===== src/shared/scs_pkg.sv =====
// Shared constants, register map and carrier types for the shading calibration sequencer.
package scs_pkg;

    // ------------------------------------------------------------------
    // Register map (byte addresses on APB)
    // ------------------------------------------------------------------
    localparam int unsigned ADDR_W = 8;
    localparam logic [7:0] A_STATUS = 8'h00;
    localparam logic [7:0] A_CMD = 8'h04;
    localparam logic [7:0] A_CFG = 8'h08;
    localparam logic [7:0] A_THRESH = 8'h0C;
    localparam logic [7:0] A_GCNT = 8'h10;
    localparam logic [7:0] A_ADJ = 8'h14;
    localparam logic [7:0] A_AVG = 8'h18;
    localparam logic [7:0] A_BREF = 8'h1C;
    localparam logic [7:0] A_REFS = 8'h20;
    localparam logic [7:0] A_OFFS = 8'h40;
    localparam logic [7:0] A_OFFS_END = 8'h5C;

    // ------------------------------------------------------------------
    // Field positions
    // ------------------------------------------------------------------
    localparam int unsigned STAT_BUSY = 7;
    localparam int unsigned CFG_TYPE_LSB = 0;
    localparam int unsigned CFG_3SET = 2;
    localparam int unsigned CFG_CHEN_LSB = 4;
    localparam int unsigned REFS_PH_LSB = 0;
    localparam int unsigned REFS_BV_LSB = 8;
    localparam int unsigned REFS_WV_LSB = 16;

    // ------------------------------------------------------------------
    // Commands, sensor types and sequencing constants
    // ------------------------------------------------------------------
    localparam logic [1:0] CMD_NONE = 2'h0;
    localparam logic [1:0] CMD_P2P = 2'h1;
    localparam logic [1:0] CMD_OFS = 2'h2;
    localparam logic [1:0] CMD_GAIN = 2'h3;
    localparam logic [1:0] SNS_3CH = 2'h0;
    localparam logic [1:0] SNS_1CH_COL = 2'h1;
    localparam logic [4:0] SCANS_P2P = 5'h10;
    localparam logic [4:0] SCANS_OFS = 5'h2;
    localparam logic [1:0] NCOL = 2'h3;
    localparam logic [2:0] BANK_COMMON = 3'h3;
    localparam logic [1:0] PAIR_COMMON = 2'h3;
    localparam logic [7:0] PHOLD_FULL = 8'hFF;
    localparam logic [7:0] REF_FULL = 8'h00;
    localparam logic [7:0] GCNT_MAX = 8'hFF;
    localparam logic [2:0] LED_CH0 = 3'h1;

    typedef enum logic [2:0] {
        ST_IDLE = 3'b000,
        ST_ARM = 3'b001,
        ST_PREP = 3'b010,
        ST_SCAN = 3'b011,
        ST_GPRE = 3'b100,
        ST_GCNT = 3'b101
    } scs_state_t;

    // Pixel stream from the front end, one sample per valid cycle.
    typedef struct packed {
        logic valid;
        logic [1:0] chan;
        logic [12:0] index;
        logic [9:0] video;
        logic [7:0] black;
    } scs_pix_t;

    // Shading memory request.
    typedef struct packed {
        logic re;
        logic we;
        logic [12:0] addr;
        logic [2:0] bank;
        logic [8:0] wdata;
    } scs_sram_t;

endpackage : scs_pkg


===== src/rtl/scs_sync.sv =====
// Two-stage synchroniser for asynchronous level inputs.
`timescale 1ns/1ps
`default_nettype none
module scs_sync #(
    parameter int unsigned W = 1
) (
    // Clock and reset
    input wire logic clock_i,
    input wire logic nrst_i,
    // Data
    input wire logic [W-1:0] async_i,
    output logic [W-1:0] sync_o
);
    logic [1:0][W-1:0] stage_r;
    logic [1:0][W-1:0] stage_nxt;

    always_comb begin
        stage_nxt = {stage_r[0], async_i};
    end

    always_ff @(posedge clock_i) begin
        if (!nrst_i) begin
            stage_r <= '0;
        end else begin
            stage_r <= stage_nxt;
        end
    end

    assign sync_o = stage_r[1];
endmodule : scs_sync
`default_nettype wire


===== src/rtl/scs_sat_add.sv =====
// Unsigned value plus signed adjustment, saturated to the unsigned range.
`timescale 1ns/1ps
`default_nettype none
module scs_sat_add #(
    parameter int unsigned W = 8
) (
    // Operands
    input wire logic [W-1:0] val_i,
    input wire logic signed [W-1:0] adj_i,
    // Result
    output logic [W-1:0] sum_o
);
    logic signed [W+1:0] sum;

    always_comb begin
        sum = $signed({2'b00, val_i}) + {{2{adj_i[W-1]}}, adj_i};
        if (sum < 0) begin
            sum_o = '0;
        end else if (sum[W]) begin
            sum_o = '1;
        end else begin
            sum_o = sum[W-1:0];
        end
    end
endmodule : scs_sat_add
`default_nettype wire


===== src/rtl/scs_seq.sv =====
// Black shading detection and gain-adjust measurement sequencer with APB registers.
//
// Contract
// - Three-channel detection ends after 17, 3 or 7 lines.
// - Results go to SRAM bank or channel pair.
// - Busy flag in status bit seven shows completion.
// - Single-channel colour follows order; 49/17/7/3 lines.
// - Monochrome always processes sensor input zero.
// - Monochrome offsets land in common even/odd pair.
// - Signed adjustment shifts black correction uniformly.
// - Nonzero averaging count repeats detection N+1 times.
// - Count pixels whose video exceeds threshold.
// - Gain modes force peak FFh, references 00h.
// - Gain modes force black correction, disable white.
// - Three-channel gain measurement ends after two lines.
// - Single-channel gain: LED line then detecting line.
// - Scan m captures pixels at 16n+m.
// - One-set pixel mode uses memory bank 011B.
//
// The address map and the APB slave port were left to the implementer.
`timescale 1ns/1ps
`default_nettype none
module scs_seq (
    // Clock and reset
    input wire logic clock_i,
    input wire logic nrst_i,
    // APB slave
    input wire logic psel_i,
    input wire logic penable_i,
    input wire logic pwrite_i,
    input wire logic [scs_pkg::ADDR_W-1:0] paddr_i,
    input wire logic [31:0] pwdata_i,
    output logic [31:0] prdata_o,
    output logic pready_o,
    output logic pslverr_o,
    // Sensor timing and pixel stream
    input wire logic line_trigger_i,
    input wire scs_pkg::scs_pix_t pix_i,
    // Shading memory
    output scs_pkg::scs_sram_t sram_o,
    input wire logic [8:0] sram_rdata_i,
    // Black correction path
    input wire logic [7:0] corr_data_i,
    output logic [7:0] corr_o,
    // Analog front-end control
    output logic [1:0] proc_chan_o,
    output logic [2:0] led_o,
    output logic [7:0] peak_hold_o,
    output logic [7:0] black_ref_volt_o,
    output logic [7:0] white_ref_volt_o,
    output logic black_corr_force_o,
    output logic white_shd_dis_o,
    output logic busy_o
);
    import scs_pkg::*;

    // ------------------------------------------------------------------
    // State
    // ------------------------------------------------------------------
    typedef struct packed {
        scs_state_t st;
        logic busy;
        logic [1:0] mode;
        logic [4:0] cnt_scan;
        logic [1:0] cnt_col;
        logic [7:0] cnt_pass;
        logic line_trigger_d;
        logic [1:0] sensor;
        logic three_set;
        logic [2:0] chen;
        logic [7:0] thresh;
        logic [7:0] gcnt;
        logic [7:0] adj;
        logic [7:0] avg;
        logic [7:0] bref;
        logic [7:0] ph;
        logic [7:0] bv;
        logic [7:0] wv;
        logic [7:0][7:0] offs;
        logic pready;
        logic pslverr;
        logic [31:0] prdata;
        scs_sram_t sram;
        logic rd_wait;
        logic [7:0] cap;
        logic [1:0] chan;
        logic [2:0] led;
        logic [7:0] corr;
        logic gforce;
        logic [7:0] ph_out;
        logic [7:0] bv_out;
        logic [7:0] wv_out;
    } scs_seq_state_t;

    scs_seq_state_t s_r;
    scs_seq_state_t s_nxt;
    logic line_trigger_sync;
    logic [7:0] corr_sum;

    scs_sync #(
        .W(1)
    ) u_line_trigger_sync (
        .clock_i(clock_i),
        .nrst_i(nrst_i),
        .async_i(line_trigger_i),
        .sync_o(line_trigger_sync)
    );

    scs_sat_add #(
        .W(8)
    ) u_adj (
        .val_i(corr_data_i),
        .adj_i(s_r.adj),
        .sum_o(corr_sum)
    );

    // ------------------------------------------------------------------
    // Next-state logic
    // ------------------------------------------------------------------
    logic line_trigger_rise;
    logic mono;
    logic multi_col;
    logic [1:0] onehot_idx;
    logic [1:0] chan;
    logic [1:0] colours;
    logic [4:0] scans;
    logic [1:0] pair;
    logic [2:0] bank;
    logic pix_ok;
    logic setup;
    logic wr;
    logic hit;
    logic [31:0] rd;
    logic gain_act;
    logic [9:0] avg_sum;

    always_comb begin
        s_nxt = s_r;
        line_trigger_rise = line_trigger_sync & ~s_r.line_trigger_d;
        s_nxt.line_trigger_d = line_trigger_sync;
        mono = s_r.sensor[1];
        // Only one enable bit is expected; the lowest set bit wins otherwise.
        onehot_idx = s_r.chen[0] ? 2'h0 : (s_r.chen[1] ? 2'h1 : 2'h2);
        multi_col = s_r.three_set & ~mono & (s_r.mode != CMD_GAIN)
            & ((s_r.sensor == SNS_1CH_COL) | (s_r.mode == CMD_OFS));
        colours = multi_col ? NCOL : 2'h1;
        scans = (s_r.mode == CMD_P2P) ? SCANS_P2P : SCANS_OFS;
        // Multi-colour passes walk the preset colour order line by line.
        chan = mono ? 2'h0 : (multi_col ? s_r.cnt_col : onehot_idx);
        pair = (s_r.three_set & ~mono) ? chan : PAIR_COMMON;
        bank = (s_r.three_set & ~mono) ? {1'b0, chan} : BANK_COMMON;
        pix_ok = pix_i.valid & (pix_i.chan == chan);
        s_nxt.chan = chan;

        // APB: registered read data, answer in the first access cycle.
        setup = psel_i & ~penable_i;
        wr = psel_i & penable_i & s_r.pready & pwrite_i & ~s_r.pslverr;
        hit = 1'b1;
        rd = '0;
        case (paddr_i)
            A_STATUS: rd[STAT_BUSY] = s_r.busy;
            A_CMD: rd = '0;
            A_CFG: begin
                rd[CFG_TYPE_LSB +: 2] = s_r.sensor;
                rd[CFG_3SET] = s_r.three_set;
                rd[CFG_CHEN_LSB +: 3] = s_r.chen;
            end
            A_THRESH: rd[7:0] = s_r.thresh;
            A_GCNT: rd[7:0] = s_r.gcnt;
            A_ADJ: rd[7:0] = s_r.adj;
            A_AVG: rd[7:0] = s_r.avg;
            A_BREF: rd[7:0] = s_r.bref;
            A_REFS: rd = {8'h00, s_r.wv, s_r.bv, s_r.ph};
            default: begin
                if (paddr_i >= A_OFFS && paddr_i <= A_OFFS_END && paddr_i[1:0] == 2'h0) begin
                    rd[7:0] = s_r.offs[paddr_i[4:2]];
                end else begin
                    hit = 1'b0;
                end
            end
        endcase
        s_nxt.pready = setup;
        s_nxt.pslverr = setup & ~hit;
        s_nxt.prdata = setup ? rd : '0;
        if (wr) begin
            case (paddr_i)
                A_CFG: begin
                    s_nxt.sensor = pwdata_i[CFG_TYPE_LSB +: 2];
                    s_nxt.three_set = pwdata_i[CFG_3SET];
                    s_nxt.chen = pwdata_i[CFG_CHEN_LSB +: 3];
                end
                A_THRESH: s_nxt.thresh = pwdata_i[7:0];
                A_ADJ: s_nxt.adj = pwdata_i[7:0];
                A_AVG: s_nxt.avg = pwdata_i[7:0];
                A_BREF: s_nxt.bref = pwdata_i[7:0];
                A_REFS: begin
                    s_nxt.ph = pwdata_i[REFS_PH_LSB +: 8];
                    s_nxt.bv = pwdata_i[REFS_BV_LSB +: 8];
                    s_nxt.wv = pwdata_i[REFS_WV_LSB +: 8];
                end
                default: begin
                end
            endcase
        end

        // Shading memory: write-back of an averaged sample, one cycle after read data.
        s_nxt.sram.re = 1'b0;
        s_nxt.sram.we = 1'b0;
        s_nxt.rd_wait = s_r.sram.re;
        avg_sum = {1'b0, sram_rdata_i} + {2'b00, s_r.cap};
        if (s_r.rd_wait) begin
            s_nxt.sram.we = 1'b1;
            s_nxt.sram.wdata = avg_sum[9:1];
        end

        // Line sequencer.
        case (s_r.st)
            ST_IDLE: begin
                // A command written while busy is dropped.
                if (wr && paddr_i == A_CMD && pwdata_i[1:0] != CMD_NONE) begin
                    s_nxt.busy = 1'b1;
                    s_nxt.mode = pwdata_i[1:0];
                    s_nxt.st = ST_ARM;
                    s_nxt.cnt_scan = '0;
                    s_nxt.cnt_col = '0;
                    s_nxt.cnt_pass = '0;
                    if (pwdata_i[1:0] == CMD_GAIN) begin
                        s_nxt.gcnt = '0;
                    end
                end
            end
            ST_ARM: begin
                // The command is asynchronous to the line, so one line is lost here.
                if (line_trigger_rise) begin
                    s_nxt.st = (s_r.mode == CMD_GAIN) ? ST_GPRE : ST_PREP;
                end
            end
            ST_PREP: begin
                if (line_trigger_rise) begin
                    s_nxt.st = ST_SCAN;
                end
            end
            ST_SCAN: begin
                if (pix_ok && s_r.mode == CMD_P2P && pix_i.index[3:0] == s_r.cnt_scan[3:0]) begin
                    s_nxt.sram.addr = pix_i.index;
                    s_nxt.sram.bank = bank;
                    s_nxt.cap = pix_i.black;
                    if (s_r.cnt_pass == 8'h00) begin
                        s_nxt.sram.we = 1'b1;
                        s_nxt.sram.wdata = {1'b0, pix_i.black};
                    end else begin
                        s_nxt.sram.re = 1'b1;
                    end
                end
                if (pix_ok && s_r.mode == CMD_OFS
                        && pix_i.index == {2'b00, s_r.bref, 3'b000} + {8'h00, s_r.cnt_scan}) begin
                    s_nxt.offs[{pair, s_r.cnt_scan[0]}] = pix_i.black;
                end
                if (line_trigger_rise) begin
                    if (s_r.cnt_col + 2'h1 < colours) begin
                        s_nxt.cnt_col = s_r.cnt_col + 2'h1;
                    end else begin
                        s_nxt.cnt_col = '0;
                        if (s_r.cnt_scan + 5'h1 < scans) begin
                            s_nxt.cnt_scan = s_r.cnt_scan + 5'h1;
                        end else begin
                            s_nxt.cnt_scan = '0;
                            if (s_r.mode == CMD_P2P && s_r.cnt_pass != s_r.avg) begin
                                s_nxt.cnt_pass = s_r.cnt_pass + 8'h01;
                            end else begin
                                s_nxt.st = ST_IDLE;
                                s_nxt.busy = 1'b0;
                            end
                        end
                    end
                end
            end
            ST_GPRE: begin
                if (line_trigger_rise) begin
                    s_nxt.st = ST_GCNT;
                end
            end
            ST_GCNT: begin
                if (line_trigger_rise) begin
                    s_nxt.st = ST_IDLE;
                    s_nxt.busy = 1'b0;
                end
            end
            default: begin
                s_nxt.st = ST_IDLE;
                s_nxt.busy = 1'b0;
            end
        endcase

        // Three-channel measurement counts over both lines; single-channel only after the LED line.
        if (pix_ok && (s_r.st == ST_GCNT || (s_r.st == ST_GPRE && s_r.sensor == SNS_3CH))
                && pix_i.video[9:2] > s_r.thresh && s_r.gcnt != GCNT_MAX) begin
            s_nxt.gcnt = s_r.gcnt + 8'h01;
        end

        s_nxt.led = '0;
        if (s_r.st == ST_GPRE && s_r.sensor != SNS_3CH) begin
            s_nxt.led = mono ? LED_CH0 : s_r.chen;
        end
        s_nxt.corr = corr_sum;

        // Forcing is registered from the next busy state so the pins stay glitch free.
        gain_act = s_nxt.busy & (s_nxt.mode == CMD_GAIN);
        s_nxt.gforce = gain_act;
        s_nxt.ph_out = gain_act ? PHOLD_FULL : s_nxt.ph;
        s_nxt.bv_out = gain_act ? REF_FULL : s_nxt.bv;
        s_nxt.wv_out = gain_act ? REF_FULL : s_nxt.wv;
    end

    // ------------------------------------------------------------------
    // State register
    // ------------------------------------------------------------------
    always_ff @(posedge clock_i) begin
        if (!nrst_i) begin
            s_r <= '0;
        end else begin
            s_r <= s_nxt;
        end
    end

    // ------------------------------------------------------------------
    // Outputs
    // ------------------------------------------------------------------
    assign prdata_o = s_r.prdata;
    assign pready_o = s_r.pready;
    assign pslverr_o = s_r.pslverr;
    assign sram_o = s_r.sram;
    assign corr_o = s_r.corr;
    assign proc_chan_o = s_r.chan;
    assign led_o = s_r.led;
    assign peak_hold_o = s_r.ph_out;
    assign black_ref_volt_o = s_r.bv_out;
    assign white_ref_volt_o = s_r.wv_out;
    assign black_corr_force_o = s_r.gforce;
    assign white_shd_dis_o = s_r.gforce;
    assign busy_o = s_r.busy;
endmodule : scs_seq
`default_nettype wire


===== config.mk =====
export PLATFORM = sky130hd
export DESIGN_NAME = scs_seq
export DESIGN_NICKNAME = d
export VERILOG_FILES = /design/src/shared/scs_pkg.sv /design/src/rtl/scs_sync.sv /design/src/rtl/scs_sat_add.sv /design/src/rtl/scs_seq.sv
export SDC_FILE = /design/constraint.sdc
export NUM_CORES = 1
export LEC_CHECK = 0
export ABC_AREA = 1
export BUFFER_PORTS_ARGS = -buffer_cell sky130_fd_sc_hd__buf_2
export CAP_MARGIN = 10
export CORE_ASPECT_RATIO = 1.1
export CORE_MARGIN = 4
export CORE_UTILIZATION = 40
export DETAILED_ROUTE_END_ITERATION = 6
export GPL_ROUTABILITY_DRIVEN = 0
export HOLD_SLACK_MARGIN = 0.08
export PLACE_DENSITY_LB_ADDON = 0.2
export SLEW_MARGIN = 20
export SYNTH_ARGS = -nofsm -noshare
export SYNTH_HDL_FRONTEND = slang
export SYNTH_SLANG_ARGS = --single-unit

===== constraint.sdc =====
create_clock -name clock_i -period 3.15 [get_ports clock_i]
set_clock_uncertainty 0.05 [all_clocks]
set_input_delay 0.63 -clock clock_i [delete_from_list [all_inputs] [get_ports clock_i]]
set_output_delay 0.63 -clock clock_i [all_outputs]
set_load 0.02 [all_outputs]

==> flow_summary.yaml <==
critical_path:
  r2r_slack_ns: 0.49
  critPathCaptureType: "flop"
  startpoint_type: "flop"
  critPathMostFrequentCell: "nor2_1"
  worstRegToRegCells: 12
  required_ns: 3.54
  worstPathArrival_ns: 3.06
  path_cells: "ha_1, fa_1, xnor2_1, nand2_1, nor2_1, nand3_1, nor2_1, nand3_2, nor2_8, nand3_4, nor2_1, nor2_1"
  path_class: "reg2reg"
  critPathMaxStageDelay_ns: 0.44
  crit_path_top_delay_cell: "fa_1"
  path_max_fanout: 16
  r2r-start: "s_r[256]"
  reg2reg_to: "s_r[146]"
sta:
  fin_crit_sh: 0.846
  rsz0062_at_grt: "false"
  hold_slack_ns: 0.212
  min_period_ns: 2.66
  slew-limit-headroom: 0.544
  worstMarginPinSlew_ns: 0.676
  hold_viol: 0
  setup_tns_ns: 0
  maxSlewViolCount: 0
  fmax_mhz: 375
  setup_viol: 0
clocking:
  cts_buffer_depth: 3
  cts.htree.levels: 1
  clk_latency_ns: 0.55
  clk_pin_slew_ns: 0.06
  cts_tree: "done"
  cts_inserted_buffers: 30
  hold_buffers: 0
  cts_repair_resize_count: 0
  tritoncts_num_sinks: 257
  cts_setup_buffers: 0
  root_buffer: "clkbuf_16"
logic_synthesis:
  yosysWarnings: 0
  syn_avg_cell_area_um2: 7.04
  syn_inst: 1849
  synth.yosys.seq_area_share: 0.395
  synth_flop_cell: "dfxtp_1"
  synth_top_area_frac: 0.395
  synth_cell_types: 52
  yosys-top-cells-area: "dfxtp_1 40%, nand2_1 10%, nor2_1 8.5%"
  syn_area_mm2: 0.0130
  async_flop_share: 0
  synth_edf_count: 0
  synth-seq-cells: 257
  synth_area_leader_cell: "dfxtp_1"
route:
  final_antenna_net_count: 0
  detail_route.vias_per_cell: 4.82
  top_layer: "met5"
  wl_per_cell_um: 15.3
  drt-pass1-iter-count: 5
  drt-met1-wl_um: 16400
  finalWirelength_um: 36500
  routed-wl-met3_um: 1800
  drtIter0Drc: 641
  vias: 11500
  wl_met2_um: 17200
  drc: 0
floorplan:
  dieArea_mm2: 0.0355
  floorplan.initialDensity: 0.404
  coreArea_mm2: 0.0322
  fp.dieH_um: 197
  ios: 198
  rows: 69
  die_w_um: 180
power_and_ir_drop:
  powerDensity_mw_per_mm2: 518
  ir_worst_vdd_uv: 371
  leakagePower_nw: 7.16
worst_hold_path:
  min_path_type: "in2reg"
  min_from: "line_trigger_i"
  hold-path-endpoint: "u_line_trigger_sync.stage_nxt[1]"
  whs_path_depth: 3
placed_design:
  dp_hpwl_um: 26700
  port-buffer-count: 178
global_routing:
  first_global_vias: 10900
  grt-ovfl-total: 0
  grt_pass1_wl_um: 57900
  grt_max_degree: 85
  grt_antenna_before_repair: 2
  grtUsageTotal: 0.199
job:
  drv_cap: 0
outcome:
  status: "finished clean"
finish:
  area_growth_pct: 13.3
  nets: 2070
  drive_gt1_frac: 0.154
  fillCellCount: 3301
routing by layer:
metal | vias up | global-route usage
met1 | 5243 | 0.260
li1 | 5936 | -
met4 | 2 | 0.0604
met5 | - | 0
met2 | 285 | 0.342
met3 | 50 | 0.0284
placed cells by master (no fill, tap or decap), drive strengths merged, types with 2 or more instances in the layout:
cell	count
nand2	350
nor2	305
inv	258
dfxtp	257
buf	210
o21ai	122
a21oi	110
nand3	91
o22ai	44
clkbuf	35
ha	31
nor3	24
nand4	19
xor2	17
xnor2	10
clkinv	10
a211oi	9
conb	9
clkinvlp	5
bufinv	5
or2	5
a31oi	4
o211ai	4
nor4	4
a221oi	3
nor3b	3
fa	3
a22oi	2
a21o	2
and2	2
how the worst max path moves through the flow:
stage                          start                   to  slack (ns)  depth (start not counted)
final                       s_r[256]             s_r[146]        0.49                         12
after global routing        s_r[256]             s_r[141]        0.27                         13
after CTS                   s_r[256]             s_r[146]        0.47                         12
after detailed placement  paddr_i[1]  white_ref_volt_o[7]        0.40                         11
after global placement    paddr_i[1]  white_ref_volt_o[7]        0.46                         11
after floorplan             s_r[256]             s_r[110]        0.75                         13
cell usage after synthesis (9+ instances only):
master	n
buf_4	97
xnor2_1	10
ha_1	31
buf_2	9
nand4_1	18
nand3_1	79
a211oi_1	9
xor2_1	17
o22ai_1	44
nand2_1	345
buf_1	10
nor3_1	24
nor2_1	294
a21oi_1	110
o21ai_1	9
clkbuf_1	33
dfxtp_1	257
inv_1	254
buf_6	10
o21ai_0	113
stage by stage:
step	cells	worst slack [ns]	power, mW	util	instance area [um^2]
3_5_place_dp	2333	0.403	4.00	0.425	13700
3_3_place_gp	2333	0.460	4.00	0.425	13700
2_1_floorplan	1857	0.752	3.79	-	13000
4_1_cts	2386	0.469	7.70	0.458	14700
5_1_grt	2387	0.273	7.93	0.458	14700
6_report	2387	0.486	7.63	0.458	14700
cell families after synthesis:
group	share of synthesized area
other	0.000288
buffers and inverters	0.157
xor gates and xnor gates	0.0182
AOI/OAI and AO/OA	0.127
DFF	0.395
and+or+nand+nor	0.268
adders and majority gates	0.0344
area by class of cell:
class,count,area (um^2),area share
Sequential cell,257,5140,0.349
Multi-Input combinational cell,1180,5860,0.397
Inverter,260,986,0.0669
Timing Repair Buffer,210,1160,0.0786
Antenna cell,1,2.50,0.000170
Clock inverter,18,243,0.0165
Tap cell,426,533,0.0362
Clock buffer,35,820,0.0556
critical path: cells and delay by family, from the launching register on:
family                     cells  cell delay, ns
xor gates and xnor gates       1            0.14
adders and majority gates      2            0.67
DFF                            1            0.41
and+or+nand+nor                9            1.26
state kept, by name, summed over array words and instances (netlist names), 2 cells and up:
signal / cells
white_ref_volt_o: 8
corr_o: 8
led_o: 3
black_ref_volt_o: 8
prdata_o: 24
peak_hold_o: 8
proc_chan_o: 2
sram_o: 26
s_r: 163
power by group:
part | switching, mW | internal (mW) | total (mW)
clock network | 1.43 | 2.26 | 3.69
logic | 0.440 | 0.199 | 0.639
registers | 0.0232 | 3.28 | 3.30
total | 1.89 | 5.74 | 7.63
No activity file was read; power rests on OpenSTA's default activity.
